===== config.mk =====
export PLATFORM = sky130hd
export DESIGN_NAME = tvi_irq_handler
export DESIGN_NICKNAME = d
export VERILOG_FILES = /design/src/rtl/tvi_pkg.sv /design/src/rtl/tvi_irq_handler.sv
export VERILOG_INCLUDE_DIRS = /design/src /design/src/rtl
export SDC_FILE = /design/constraint.sdc
export NUM_CORES = 1
export LEC_CHECK = 0
export BUFFER_PORTS_ARGS = -buffer_cell sky130_fd_sc_hd__buf_4
export CORE_ASPECT_RATIO = 1.4
export CORE_MARGIN = 2
export CORE_UTILIZATION = 40
export DETAILED_ROUTE_END_ITERATION = 12
export PLACE_DENSITY = 0.7
export REMOVE_ABC_BUFFERS = 1
export SYNTH_ARGS = -nofsm -noshare
export SYNTH_HDL_FRONTEND = slang
export SYNTH_SLANG_ARGS = --single-unit

===== constraint.sdc =====
create_clock -name clk_i -period 3.3 [get_ports clk_i]
set_clock_uncertainty 0.2 [all_clocks]
set_input_delay 0.33 -clock clk_i [delete_from_list [all_inputs] [get_ports clk_i]]
set_output_delay 0.33 -clock clk_i [all_outputs]
set_load 0.05 [all_outputs]

===== src/rtl/tvi_defs.svh =====
// constants for the two-level vectored interrupt handler
`ifndef TVI_DEFS_SVH
`define TVI_DEFS_SVH
`define TVI_NSRC 23
`define TVI_IDXW 5
`define TVI_VEC_BASE 16'h0003
`define TVI_VEC_SHIFT 3
`define TVI_RESET_VEC 16'h0000
`define TVI_CALL_LAST 3'h4
`define TVI_GEN_BIT 7
`define TVI_MAIN_EN_W 7
`define TVI_HWCLR_MASK 23'h00000f
`define TVI_RO_MASK 23'h008000
`define TVI_RO_SRC 15
`define TVI_A_EN 8'h00
`define TVI_A_XEN 8'h04
`define TVI_A_PRI 8'h08
`define TVI_A_FLA 8'h0c
`define TVI_A_FLB 8'h10
`define TVI_A_STAT 8'h14
`endif


===== src/rtl/tvi_pkg.sv =====
// types shared by the interrupt handler
`include "tvi_defs.svh"
package tvi_pkg;
	typedef enum logic [1:0] {TVI_IDLE = 2'b00, TVI_CALL = 2'b01} tvi_state_e;
	typedef struct packed {
		logic [`TVI_NSRC-1:0] flag_a;
		logic [`TVI_NSRC-1:0] flag_b;
		logic [`TVI_NSRC-1:0] en;
		logic gen;
		logic [`TVI_NSRC-1:0] pri;
		logic ins_hi;
		logic ins_lo;
		logic win_v;
		logic win_hi;
		logic [`TVI_IDXW-1:0] win_idx;
		tvi_state_e st;
		logic [2:0] cnt;
		logic vcall;
		logic [15:0] vaddr;
		logic ack;
		logic [31:0] rdat;
	} tvi_state_s;
endpackage


===== src/rtl/tvi_irq_handler.sv =====
// two-level vectored interrupt handler with a classic wishbone register port
`timescale 1ns/1ns
`include "tvi_defs.svh"

// Function
// - each source sets its pending flag on its event, whatever the enables
// - a request needs pending flag, own enable and global enable together
// - every source has its own enable bit in the enable registers
// - global enable bit 7 of the main enable register overrides all sources
// - flags set while globally disabled stay pending and are served later
// - accepted request waits for instruction end, then long call to vector
// - return instruction ends the current service level and resumes code
// - flags of sources 0 to 3 clear on vectoring; others stay for software
// - flag still set after return makes a new request at once
// - software setting a flag acts like a hardware event, but a vectoring clear in the same cycle wins over it
// - one priority bit per source; high preempts low, nothing preempts high
// - priority bits reset to the low level
// - simultaneous requests: higher level wins, then smallest order number
// - requests decoded every cycle; detect one cycle, call takes five
// - after a return, one more instruction runs before the vector call
// - worst case response is nineteen cycles, return then divide
// - equal or lower level waits until the routine returns plus one instruction
// - vectors 0x0003 plus 8 per order number; reset vector 0x0000
// - any of a source's several flags requests its single vector
// - supply warning flags are read only; only the enable stops them
module tvi_irq_handler
(
	// clock and reset
	input wire logic clk_i,
	input wire logic rst_i,
	// wishbone classic slave
	input wire logic wb_cyc_i,
	input wire logic wb_stb_i,
	input wire logic wb_we_i,
	input wire logic [7:0] wb_adr_i,
	input wire logic [3:0] wb_sel_i,
	input wire logic [31:0] wb_dat_i,
	output logic [31:0] wb_dat_o,
	output logic wb_ack_o,
	// peripheral events, one-cycle pulses, first and second flag per source
	input wire logic [`TVI_NSRC-1:0] src_evt_a_i,
	input wire logic [`TVI_NSRC-1:0] src_evt_b_i,
	// supply monitor warning levels, same clock domain
	input wire logic warn_vdd_i,
	input wire logic warn_vbat_i,
	// cpu sequencer
	input wire logic instr_end_i,
	input wire logic return_from_irq_instr_end_i,
	output logic irq_req_o,
	output logic vec_call_o,
	output logic [15:0] vec_addr_o,
	output logic [1:0] in_service_o
);

	// ****************************************
	// state and combinational helpers
	// ****************************************
	tvi_pkg::tvi_state_s s_r;
	tvi_pkg::tvi_state_s s_nxt;
	logic [`TVI_NSRC-1:0] pend;
	logic [`TVI_NSRC-1:0] elig;
	logic [31:0] wmask;
	logic bus_wr;
	logic accept;
	logic [`TVI_NSRC-1:0] hw_clr;

	// byte enables widened to a bit mask
	function automatic logic [31:0] sel_mask(input logic [3:0] sel);
		logic [31:0] m;
		m = 32'h0;
		for (int b = 0; b < 4; b++)
		begin
			if (sel[b])
			begin
				m[b*8 +: 8] = 8'hff;
			end
		end
		return m;
	endfunction

	// ****************************************
	// per-source pending and eligibility
	// ****************************************
	genvar g;
	generate
		for (g = 0; g < `TVI_NSRC; g++)
		begin : g_src
			if (g == `TVI_RO_SRC)
			begin : g_ro
				// warning flags follow the monitor and cannot be cleared
				assign pend[g] = warn_vdd_i | warn_vbat_i;
			end
			else
			begin : g_rw
				assign pend[g] = s_r.flag_a[g] | s_r.flag_b[g];
			end
			// level gate: no request below or at the running level
			assign elig[g] = pend[g] & s_r.en[g] & s_r.gen & ~s_r.ins_hi
				& (~s_r.ins_lo | s_r.pri[g]);
		end
	endgenerate

	// a write lands on the edge where the master sees ack
	assign bus_wr = wb_cyc_i & wb_stb_i & wb_we_i & s_r.ack;
	assign wmask = sel_mask(wb_sel_i);
	// the boundary of the return instruction itself never vectors
	assign accept = s_r.win_v & instr_end_i & ~return_from_irq_instr_end_i
		& (s_r.st == tvi_pkg::TVI_IDLE);
	assign hw_clr = accept ? (`TVI_HWCLR_MASK & (23'h1 << s_r.win_idx)) : 23'h0;

	// ****************************************
	// next-state logic
	// ****************************************
	// one process builds the whole next state
	always_comb
	begin
		logic found;
		logic [`TVI_NSRC-1:0] fa;
		logic [`TVI_NSRC-1:0] fb;
		logic [31:0] rd;
		found = 1'b0;
		fa = s_r.flag_a;
		fb = s_r.flag_b;
		rd = 32'h0;
		s_nxt = s_r;
		s_nxt.vcall = 1'b0;
		// register writes, byte lane by byte lane
		if (bus_wr)
		begin
			case (wb_adr_i)
				`TVI_A_EN:
				begin
					s_nxt.en[`TVI_MAIN_EN_W-1:0] = (s_r.en[`TVI_MAIN_EN_W-1:0]
						& ~wmask[`TVI_MAIN_EN_W-1:0])
						| (wb_dat_i[`TVI_MAIN_EN_W-1:0] & wmask[`TVI_MAIN_EN_W-1:0]);
					if (wmask[`TVI_GEN_BIT])
					begin
						s_nxt.gen = wb_dat_i[`TVI_GEN_BIT];
					end
				end
				`TVI_A_XEN:
				begin
					s_nxt.en[`TVI_NSRC-1:`TVI_MAIN_EN_W] = (s_r.en[`TVI_NSRC-1:`TVI_MAIN_EN_W]
						& ~wmask[`TVI_NSRC-`TVI_MAIN_EN_W-1:0])
						| (wb_dat_i[`TVI_NSRC-`TVI_MAIN_EN_W-1:0]
						& wmask[`TVI_NSRC-`TVI_MAIN_EN_W-1:0]);
				end
				`TVI_A_PRI:
				begin
					s_nxt.pri = (s_r.pri & ~wmask[`TVI_NSRC-1:0])
						| (wb_dat_i[`TVI_NSRC-1:0] & wmask[`TVI_NSRC-1:0]);
				end
				`TVI_A_FLA:
				begin
					fa = (fa & ~wmask[`TVI_NSRC-1:0])
						| (wb_dat_i[`TVI_NSRC-1:0] & wmask[`TVI_NSRC-1:0]);
				end
				`TVI_A_FLB:
				begin
					fb = (fb & ~wmask[`TVI_NSRC-1:0])
						| (wb_dat_i[`TVI_NSRC-1:0] & wmask[`TVI_NSRC-1:0]);
				end
				default:
				begin
					s_nxt.gen = s_r.gen;
				end
			endcase
		end
		// clears first, then events on top: a coincident event is never lost
		fa = (fa & ~hw_clr) | src_evt_a_i;
		fb = (fb & ~hw_clr) | src_evt_b_i;
		s_nxt.flag_a = fa & ~`TVI_RO_MASK;
		s_nxt.flag_b = fb & ~`TVI_RO_MASK;
		// priority decode every cycle: high level first, lowest order number
		s_nxt.win_v = 1'b0;
		s_nxt.win_hi = 1'b0;
		s_nxt.win_idx = '0;
		for (int i = 0; i < `TVI_NSRC; i++)
		begin
			if (!found && elig[i] && s_r.pri[i])
			begin
				found = 1'b1;
				s_nxt.win_v = 1'b1;
				s_nxt.win_hi = 1'b1;
				s_nxt.win_idx = i[`TVI_IDXW-1:0];
			end
		end
		for (int i = 0; i < `TVI_NSRC; i++)
		begin
			if (!found && elig[i])
			begin
				found = 1'b1;
				s_nxt.win_v = 1'b1;
				s_nxt.win_idx = i[`TVI_IDXW-1:0];
			end
		end
		// return ends the highest level in service
		if (return_from_irq_instr_end_i)
		begin
			if (s_r.ins_hi)
			begin
				s_nxt.ins_hi = 1'b0;
			end
			else
			begin
				s_nxt.ins_lo = 1'b0;
			end
		end
		// call sequencing: the cpu is busy for the five call cycles
		case (s_r.st)
			tvi_pkg::TVI_IDLE:
			begin
				if (accept)
				begin
					s_nxt.st = tvi_pkg::TVI_CALL;
					s_nxt.cnt = 3'h0;
					s_nxt.vcall = 1'b1;
					s_nxt.vaddr = `TVI_VEC_BASE
						+ {8'h0, s_r.win_idx, 3'h0};
					if (s_r.win_hi)
					begin
						s_nxt.ins_hi = 1'b1;
					end
					else
					begin
						s_nxt.ins_lo = 1'b1;
					end
				end
			end
			tvi_pkg::TVI_CALL:
			begin
				s_nxt.cnt = s_r.cnt + 3'h1;
				if (s_r.cnt == `TVI_CALL_LAST)
				begin
					s_nxt.st = tvi_pkg::TVI_IDLE;
				end
			end
			default:
			begin
				s_nxt.st = tvi_pkg::TVI_IDLE;
			end
		endcase
		// read mux; unmapped words read zero
		case (wb_adr_i)
			`TVI_A_EN: rd = {24'h0, s_r.gen, s_r.en[`TVI_MAIN_EN_W-1:0]};
			`TVI_A_XEN: rd = {16'h0, s_r.en[`TVI_NSRC-1:`TVI_MAIN_EN_W]};
			`TVI_A_PRI: rd = {9'h0, s_r.pri};
			`TVI_A_FLA: rd = {9'h0, (s_r.flag_a & ~`TVI_RO_MASK) | (warn_vdd_i ? `TVI_RO_MASK : 23'h0)};
			`TVI_A_FLB: rd = {9'h0, (s_r.flag_b & ~`TVI_RO_MASK) | (warn_vbat_i ? `TVI_RO_MASK : 23'h0)};
			`TVI_A_STAT: rd = {16'h0, 3'h0, s_r.win_idx, 4'h0, s_r.win_v, s_r.st == tvi_pkg::TVI_CALL,
				s_r.ins_hi, s_r.ins_lo};
			default: rd = 32'h0;
		endcase
		// single-wait-state ack, dropped the cycle after
		s_nxt.ack = wb_cyc_i & wb_stb_i & ~s_r.ack;
		s_nxt.rdat = (wb_cyc_i & wb_stb_i & ~s_r.ack) ? rd : s_r.rdat;
	end

	// ****************************************
	// state register
	// ****************************************
	// everything resets to idle, disabled, low priority
	always_ff @(posedge clk_i)
	begin
		if (rst_i)
		begin
			s_r <= '0;
			s_r.vaddr <= `TVI_RESET_VEC;
		end
		else
		begin
			s_r <= s_nxt;
		end
	end

	// outputs straight from the state register
	assign wb_dat_o = s_r.rdat;
	assign wb_ack_o = s_r.ack;
	assign irq_req_o = s_r.win_v;
	assign vec_call_o = s_r.vcall;
	assign vec_addr_o = s_r.vaddr;
	assign in_service_o = {s_r.ins_hi, s_r.ins_lo};
endmodule // tvi_irq_handler


Word level (Yosys, flattened, before mapping). Index checks and enable logic that the tools add are counted.

$add $sub $neg: 2. Equal/unequal tests: 9. Shift operators: 1. Multiplexer cells: 135. Bitwise operators: 173. Reduce and logical (&&, ||, !) cells: 126.

Operators with widths (number): 7-bit 2-to-1 mux (24); 23-bit AND (6); 23-bit case mux with 6 select lines (1); 5-bit 2-to-1 mux (23); 23-bit bitwise OR (5); 1-bit AND (99); 23-bit 2-to-1 mux (4); 1-bit 2-to-1 mux (71); 1-bit logical AND (68); 1-bit bitwise OR (46); 23-bit by 16-bit bitwise OR with 23-bit output (2); 1-bit logical NOT (45); 16-bit AND (2); 16-bit 2-to-1 mux (2); 23-bit NOT (1); 4-bit NOT with 23-bit output (1); 22-bit 2-to-1 mux (1); 8-bit by 4-bit equality test with 1-bit output (second input constant) (2); 8-bit by 5-bit equality test with 1-bit output (second input constant) (2); 8-bit 2-to-1 mux (2); 16-bit NOT (1); 16-bit bitwise OR (1); 7-bit AND (2); 2-bit AND reduction (6); 20 further kinds (29).

Bits in registers: 157. Input bits: 99. Output and inout bits: 53. Word-level logic and storage cells: 467.

Longest topological paths before layout.
Word-level depth: 164. Depth in mapped cells: 10. Gate-level depth less buffers: 8.

Worst setup path after synthesis. Ideal clock, no wire load.

Path type: register -> register. From: reg s_r (netlist bit in_service_o[1]). To: reg s_r[55] in the netlist's numbering. Library setup time: 0.115 ns. Arrival time: 2.269 ns. Data required time: 2.985 ns. Slack: 0.716 ns. Stages on the path, launching flop included: 11. Path buffers: 2. Period minus slack after synthesis: 2.584 ns. Cells stage by stage: dfxtp_1 buf_6 nand3b_4 o22ai_2 or4_1 buf_2 nand3b_4 nor4_4 and3_2 a21oi_1 o21a_1.

Longest elaborated chain between the ends: 162. Elaborated cells between the ends (all ways): 250. Those cells by class: 89 x mux; 47 x bitwise; 114 x reduce/logical.

Ends and longest elaborated chain: start: declaration (line tvi_irq_handler.sv:58) `tvi_pkg::tvi_state_s s_r;`; start signal: assignment (line tvi_irq_handler.sv:272) `s_r <= s_nxt;`; 1-bit NOT * (line tvi_irq_handler.sv:98) `assign elig[g] = pend[g] & s_r.en[g] & s_r.gen & ~s_r.ins_hi`; 1-bit AND (line tvi_irq_handler.sv:98); 1-bit AND (line tvi_irq_handler.sv:99) `& (~s_r.ins_lo | s_r.pri[g]);`; 1-bit logical AND (line tvi_irq_handler.sv:180) `if (!found && elig[i] && s_r.pri[i])`; 1-bit 2-to-1 mux (line tvi_irq_handler.sv:180); 1-bit logical NOT (line tvi_irq_handler.sv:180); 1-bit logical AND (2 in series) (line tvi_irq_handler.sv:180); 1-bit 2-to-1 mux (line tvi_irq_handler.sv:180); (+145 left out); 1-bit logical AND (line tvi_irq_handler.sv:190) `if (!found && elig[i])`; 1-bit 2-to-1 mux (line tvi_irq_handler.sv:190); 1-bit logical NOT (line tvi_irq_handler.sv:190); 1-bit logical AND (line tvi_irq_handler.sv:190); 1-bit 2-to-1 mux (line tvi_irq_handler.sv:190); 1-bit logical NOT (line tvi_irq_handler.sv:190); 1-bit logical AND (line tvi_irq_handler.sv:190); 2-bit OR reduction (no source line).

Mark *: on every way between the ends. The rest lies on a longest branch, timed or not. A chain may end at the register's enable or synchronous reset.

Final worst setup path.
From: in wb_adr_i[0]. To: reg s_r[122] in the netlist's numbering.

Longest elaborated chain between the ends: 5.

Ends and longest elaborated chain: start: declaration (line tvi_irq_handler.sv:35) `input wire logic [7:0] wb_adr_i,`; 8-bit by 5-bit equality test with 1-bit output (line tvi_irq_handler.sv:130) `case (wb_adr_i)`; 23-bit 2-to-1 mux (line tvi_irq_handler.sv:130); 23-bit 2-to-1 mux (line tvi_irq_handler.sv:128) `if (bus_wr)`; 23-bit AND (line tvi_irq_handler.sv:171) `fb = (fb & ~hw_clr) | src_evt_b_i;`; 23-bit bitwise OR (line tvi_irq_handler.sv:171).

Every way passes these cells.

==> results.json <==
{
  "synth_top_family_by_area": "simple AND/OR/NAND/NOR gates",
  "wl_met3_microns": 1195,
  "cts_buffer_depth": 2,
  "maxClockFrequency_mhz": 326.7,
  "viasPerCell": 5.507,
  "synth_cells": 922,
  "hp-start": "return_from_irq_instr_end_i",
  "grtUsageTotal": 0.2465,
  "portBuffers": 121,
  "instances_no_fill": 1364,
  "avgSynthCellArea_sq_um": 8.107,
  "cap_violations": 0,
  "post-place-ws_ps": 254.5,
  "drtPass1Iterations": 5,
  "antenna_left": 0,
  "synth_warnings": 0,
  "clock_latency_ps": 430,
  "yosys.area_share.adder": 0.003348,
  "min_period_ps": 3061,
  "synth-edff-count": 0,
  "critical_path_required_ps": 3400,
  "clkSlewWorstSetupHoldPaths_ps": 60,
  "grt_pass1_vias": 7242,
  "yosys.area_share.simple": 0.2153,
  "end_kind": "register",
  "yosysSeqAreaShare": 0.3616,
  "diodes": 0,
  "drt_iter0_drc": 546,
  "die_x_microns": 119.5,
  "synthTopCellsByArea": "dfxtp_1, mux2i_1, nor2_1, buf_4, a21oi_1",
  "reg2reg_to": "s_r[57]$_SDFF_PP0_",
  "die_area_sq_um": 19810,
  "finalSetupViolCount": 0,
  "cts_root_buffer": "clkbuf_16",
  "cts_tree": "done",
  "synth.top_cell.area_share": 0.3616,
  "vias": 7511,
  "cp_top_family": "simple AND/OR/NAND/NOR gates",
  "start_util": 0.4050,
  "worst_pin_slew_ps": 646.5,
  "io_pins": 152,
  "wl_microns": 24660,
  "max-vdd-ir-drop_mv": 0.3352,
  "highest_layer": "met4",
  "reg2reg_slack_ps": 310,
  "setup_slack_ps": 239.0,
  "rsz0062_at_grt": "no",
  "die_h_microns": 165.7,
  "crit_type": "input pin to register",
  "layout-drive-gt1-share": 0.1982,
  "synth-compound-area-share": 0.2091,
  "crit_chain": "buf_4 > or4_1 > nor2_1 > nand3b_1 > nor2_1 > buf_4 > and3_1 > nor2b_1 > a211oi_1 > dlygate4sd3_1 > nor2_1",
  "area_growth_pct": 34.10,
  "syn-cell-area_sq_um": 7475,
  "routabilityCongestion": 0.9210,
  "crit_path_max_fanout": 13,
  "hpwl_microns": 17110,
  "cp_num_cells": 11,
  "wl_met1_microns": 9806,
  "drcViolationCount": 0,
  "finalMaxSlewViolations": 0,
  "cp-start-kind": "input pin",
  "ys_ff_latch": 135,
  "holdPathEnd": "in_service_o[1]$_SDFF_PP0_",
  "cts_max_level": 4,
  "synth_mux_area_frac": 0.1133,
  "path_common_cell": "nor2_1",
  "dp_cells": 1242,
  "post_cts_resized": 0,
  "yosys-top-cells-count": "nor2_1, dfxtp_1, a21oi_1",
  "finalHoldViolations": 0,
  "synth_most_common_cell": "nor2_1",
  "power_leakage_uw": 0.004224,
  "hold_buffers": 91,
  "ys.flop_type": "dfxtp_1",
  "outcome": "finished, final reports clean",
  "reg2reg_from": "in_service_o[1]$_SDFF_PP0_",
  "numCtsBuffers": 17,
  "grt_pass1_wl_microns": 38500,
  "tns_ps": 0,
  "cp_slowest_cell": "dlygate4sd3_1",
  "yosysTopAreaCell": "dfxtp_1",
  "post_cts_buffers": 0,
  "yosys.area_share.xor_xnor": 0,
  "routedWlPerCell_microns": 18.08,
  "grt_max_degree": 56,
  "power.density_nw_per_um2": 415.0,
  "nNetsFinal": 1209,
  "core.rowCount": 59,
  "crit_arrival_ps": 3160,
  "cts.sinks": 135,
  "grt_antenna_before_repair": 0,
  "finalCritPeriodShare": 0.9276,
  "min_path_type": "input pin to register",
  "async_reset_ff_frac": 0,
  "holdPathStages": 4,
  "synth.distinct_cells": 72,
  "relSlewSlack": 0.5690,
  "overflow": 0,
  "ff2ff_path_depth": 9,
  "critPathBufInv": 3,
  "core_area_sq_um": 18460,
  "cpPeakStageDelay_ps": 610,
  "wl_met2_microns": 12600
}
## tightest hold or removal path, cell delays in order
cell and delay (ps):
buf_4 100, nor2b_1 40, a21oi_1 110, nor2_1 40
## sequential cells by signal, summed over array words and instances (netlist names)
name          count
wb_ack_o          1
s_r             101
irq_req_o         1
in_service_o      2
vec_addr_o        6
vec_call_o        1
wb_dat_o         23
## cell usage in the layout (no fill, tap or decap), types with 11 or more instances in the layout
| cell | count |
|---|---|
| clkbuf_16 | 17 |
| nor2_1 | 151 |
| dfxtp_1 | 135 |
| nor3_1 | 15 |
| a31oi_1 | 23 |
| inv_1 | 32 |
| conb_1 | 18 |
| a21oi_1 | 76 |
| a222oi_1 | 12 |
| mux2i_1 | 70 |
| dlygate4sd3_1 | 91 |
| nand2_1 | 73 |
| o21ai_0 | 32 |
| nor2b_1 | 21 |
| nand3_1 | 11 |
| buf_4 | 160 |
| a211oi_1 | 19 |
| o211ai_1 | 12 |
| o21a_1 | 12 |
## worst max path at each step
stage,slack (ps),endpoint,start
CTS,340,s_r[57]$_SDFF_PP0_,in_service_o[1]$_SDFF_PP0_
finish,240,s_r[122]$_SDFF_PP0_,wb_adr_i[0]
detailed placement,250,s_r[74]$_SDFFE_PP0P_,wb_adr_i[0]
global route,80,s_r[125]$_SDFF_PP0_,wb_adr_i[0]
floorplan,2,s_r[55]$_SDFF_PP0_,in_service_o[1]$_SDFF_PP0_
global placement,340,s_r[57]$_SDFF_PP0_,in_service_o[1]$_SDFF_PP0_
## per-stage QoR
stage / hold WS (ps) / util / power, uW / instance area [sq um]
2_1_floorplan: 199.1 / - / 1871 / 6938
3_3_place_gp: 243.1 / 0.4597 / 2048 / 8484
3_5_place_dp: 250.9 / 0.4597 / 2052 / 8484
4_1_cts: 25.60 / 0.5431 / 4174 / 10020
5_1_grt: 56.61 / 0.5431 / 4293 / 10020
6_report: 44.24 / 0.5431 / 4159 / 10020
## final cells by class
class / count / area, sq um
inverter: 33 / 123.9
sequential: 135 / 2703
timing repair buffer: 253 / 2152
fill: 1748 / 8432
tap: 244 / 305.3
clock buffer: 20 / 456.7
multi-input combinational: 668 / 4111
clock inverter: 11 / 171.4
## power breakdown
| part | switching [uW] | internal, uW | total [uW] | leakage, uW |
|---|---|---|---|---|
| combinational | 202 | 202 | 404 | 0.00282 |
| clock | 737 | 1300 | 2040 | 0.000303 |
| sequential | 42.7 | 1670 | 1720 | 0.00110 |
## per-layer routing
| metal | vias to the layer above | global-route usage |
|---|---|---|
| li1 | 3591 | - |
| met1 | 3558 | 0.2852 |
| met2 | 297 | 0.4320 |
| met3 | 65 | 0.04155 |
| met4 | 0 | 0.1274 |
| met5 | - | 0 |
## cell families after synthesis
logic type	count (synthesis)
simple gates	332
compound gates	235
buf+inv	136
flops	135
mux	81
fa+ha+maj	2
other cells	1
No activity file was read; power rests on OpenSTA's default activity.
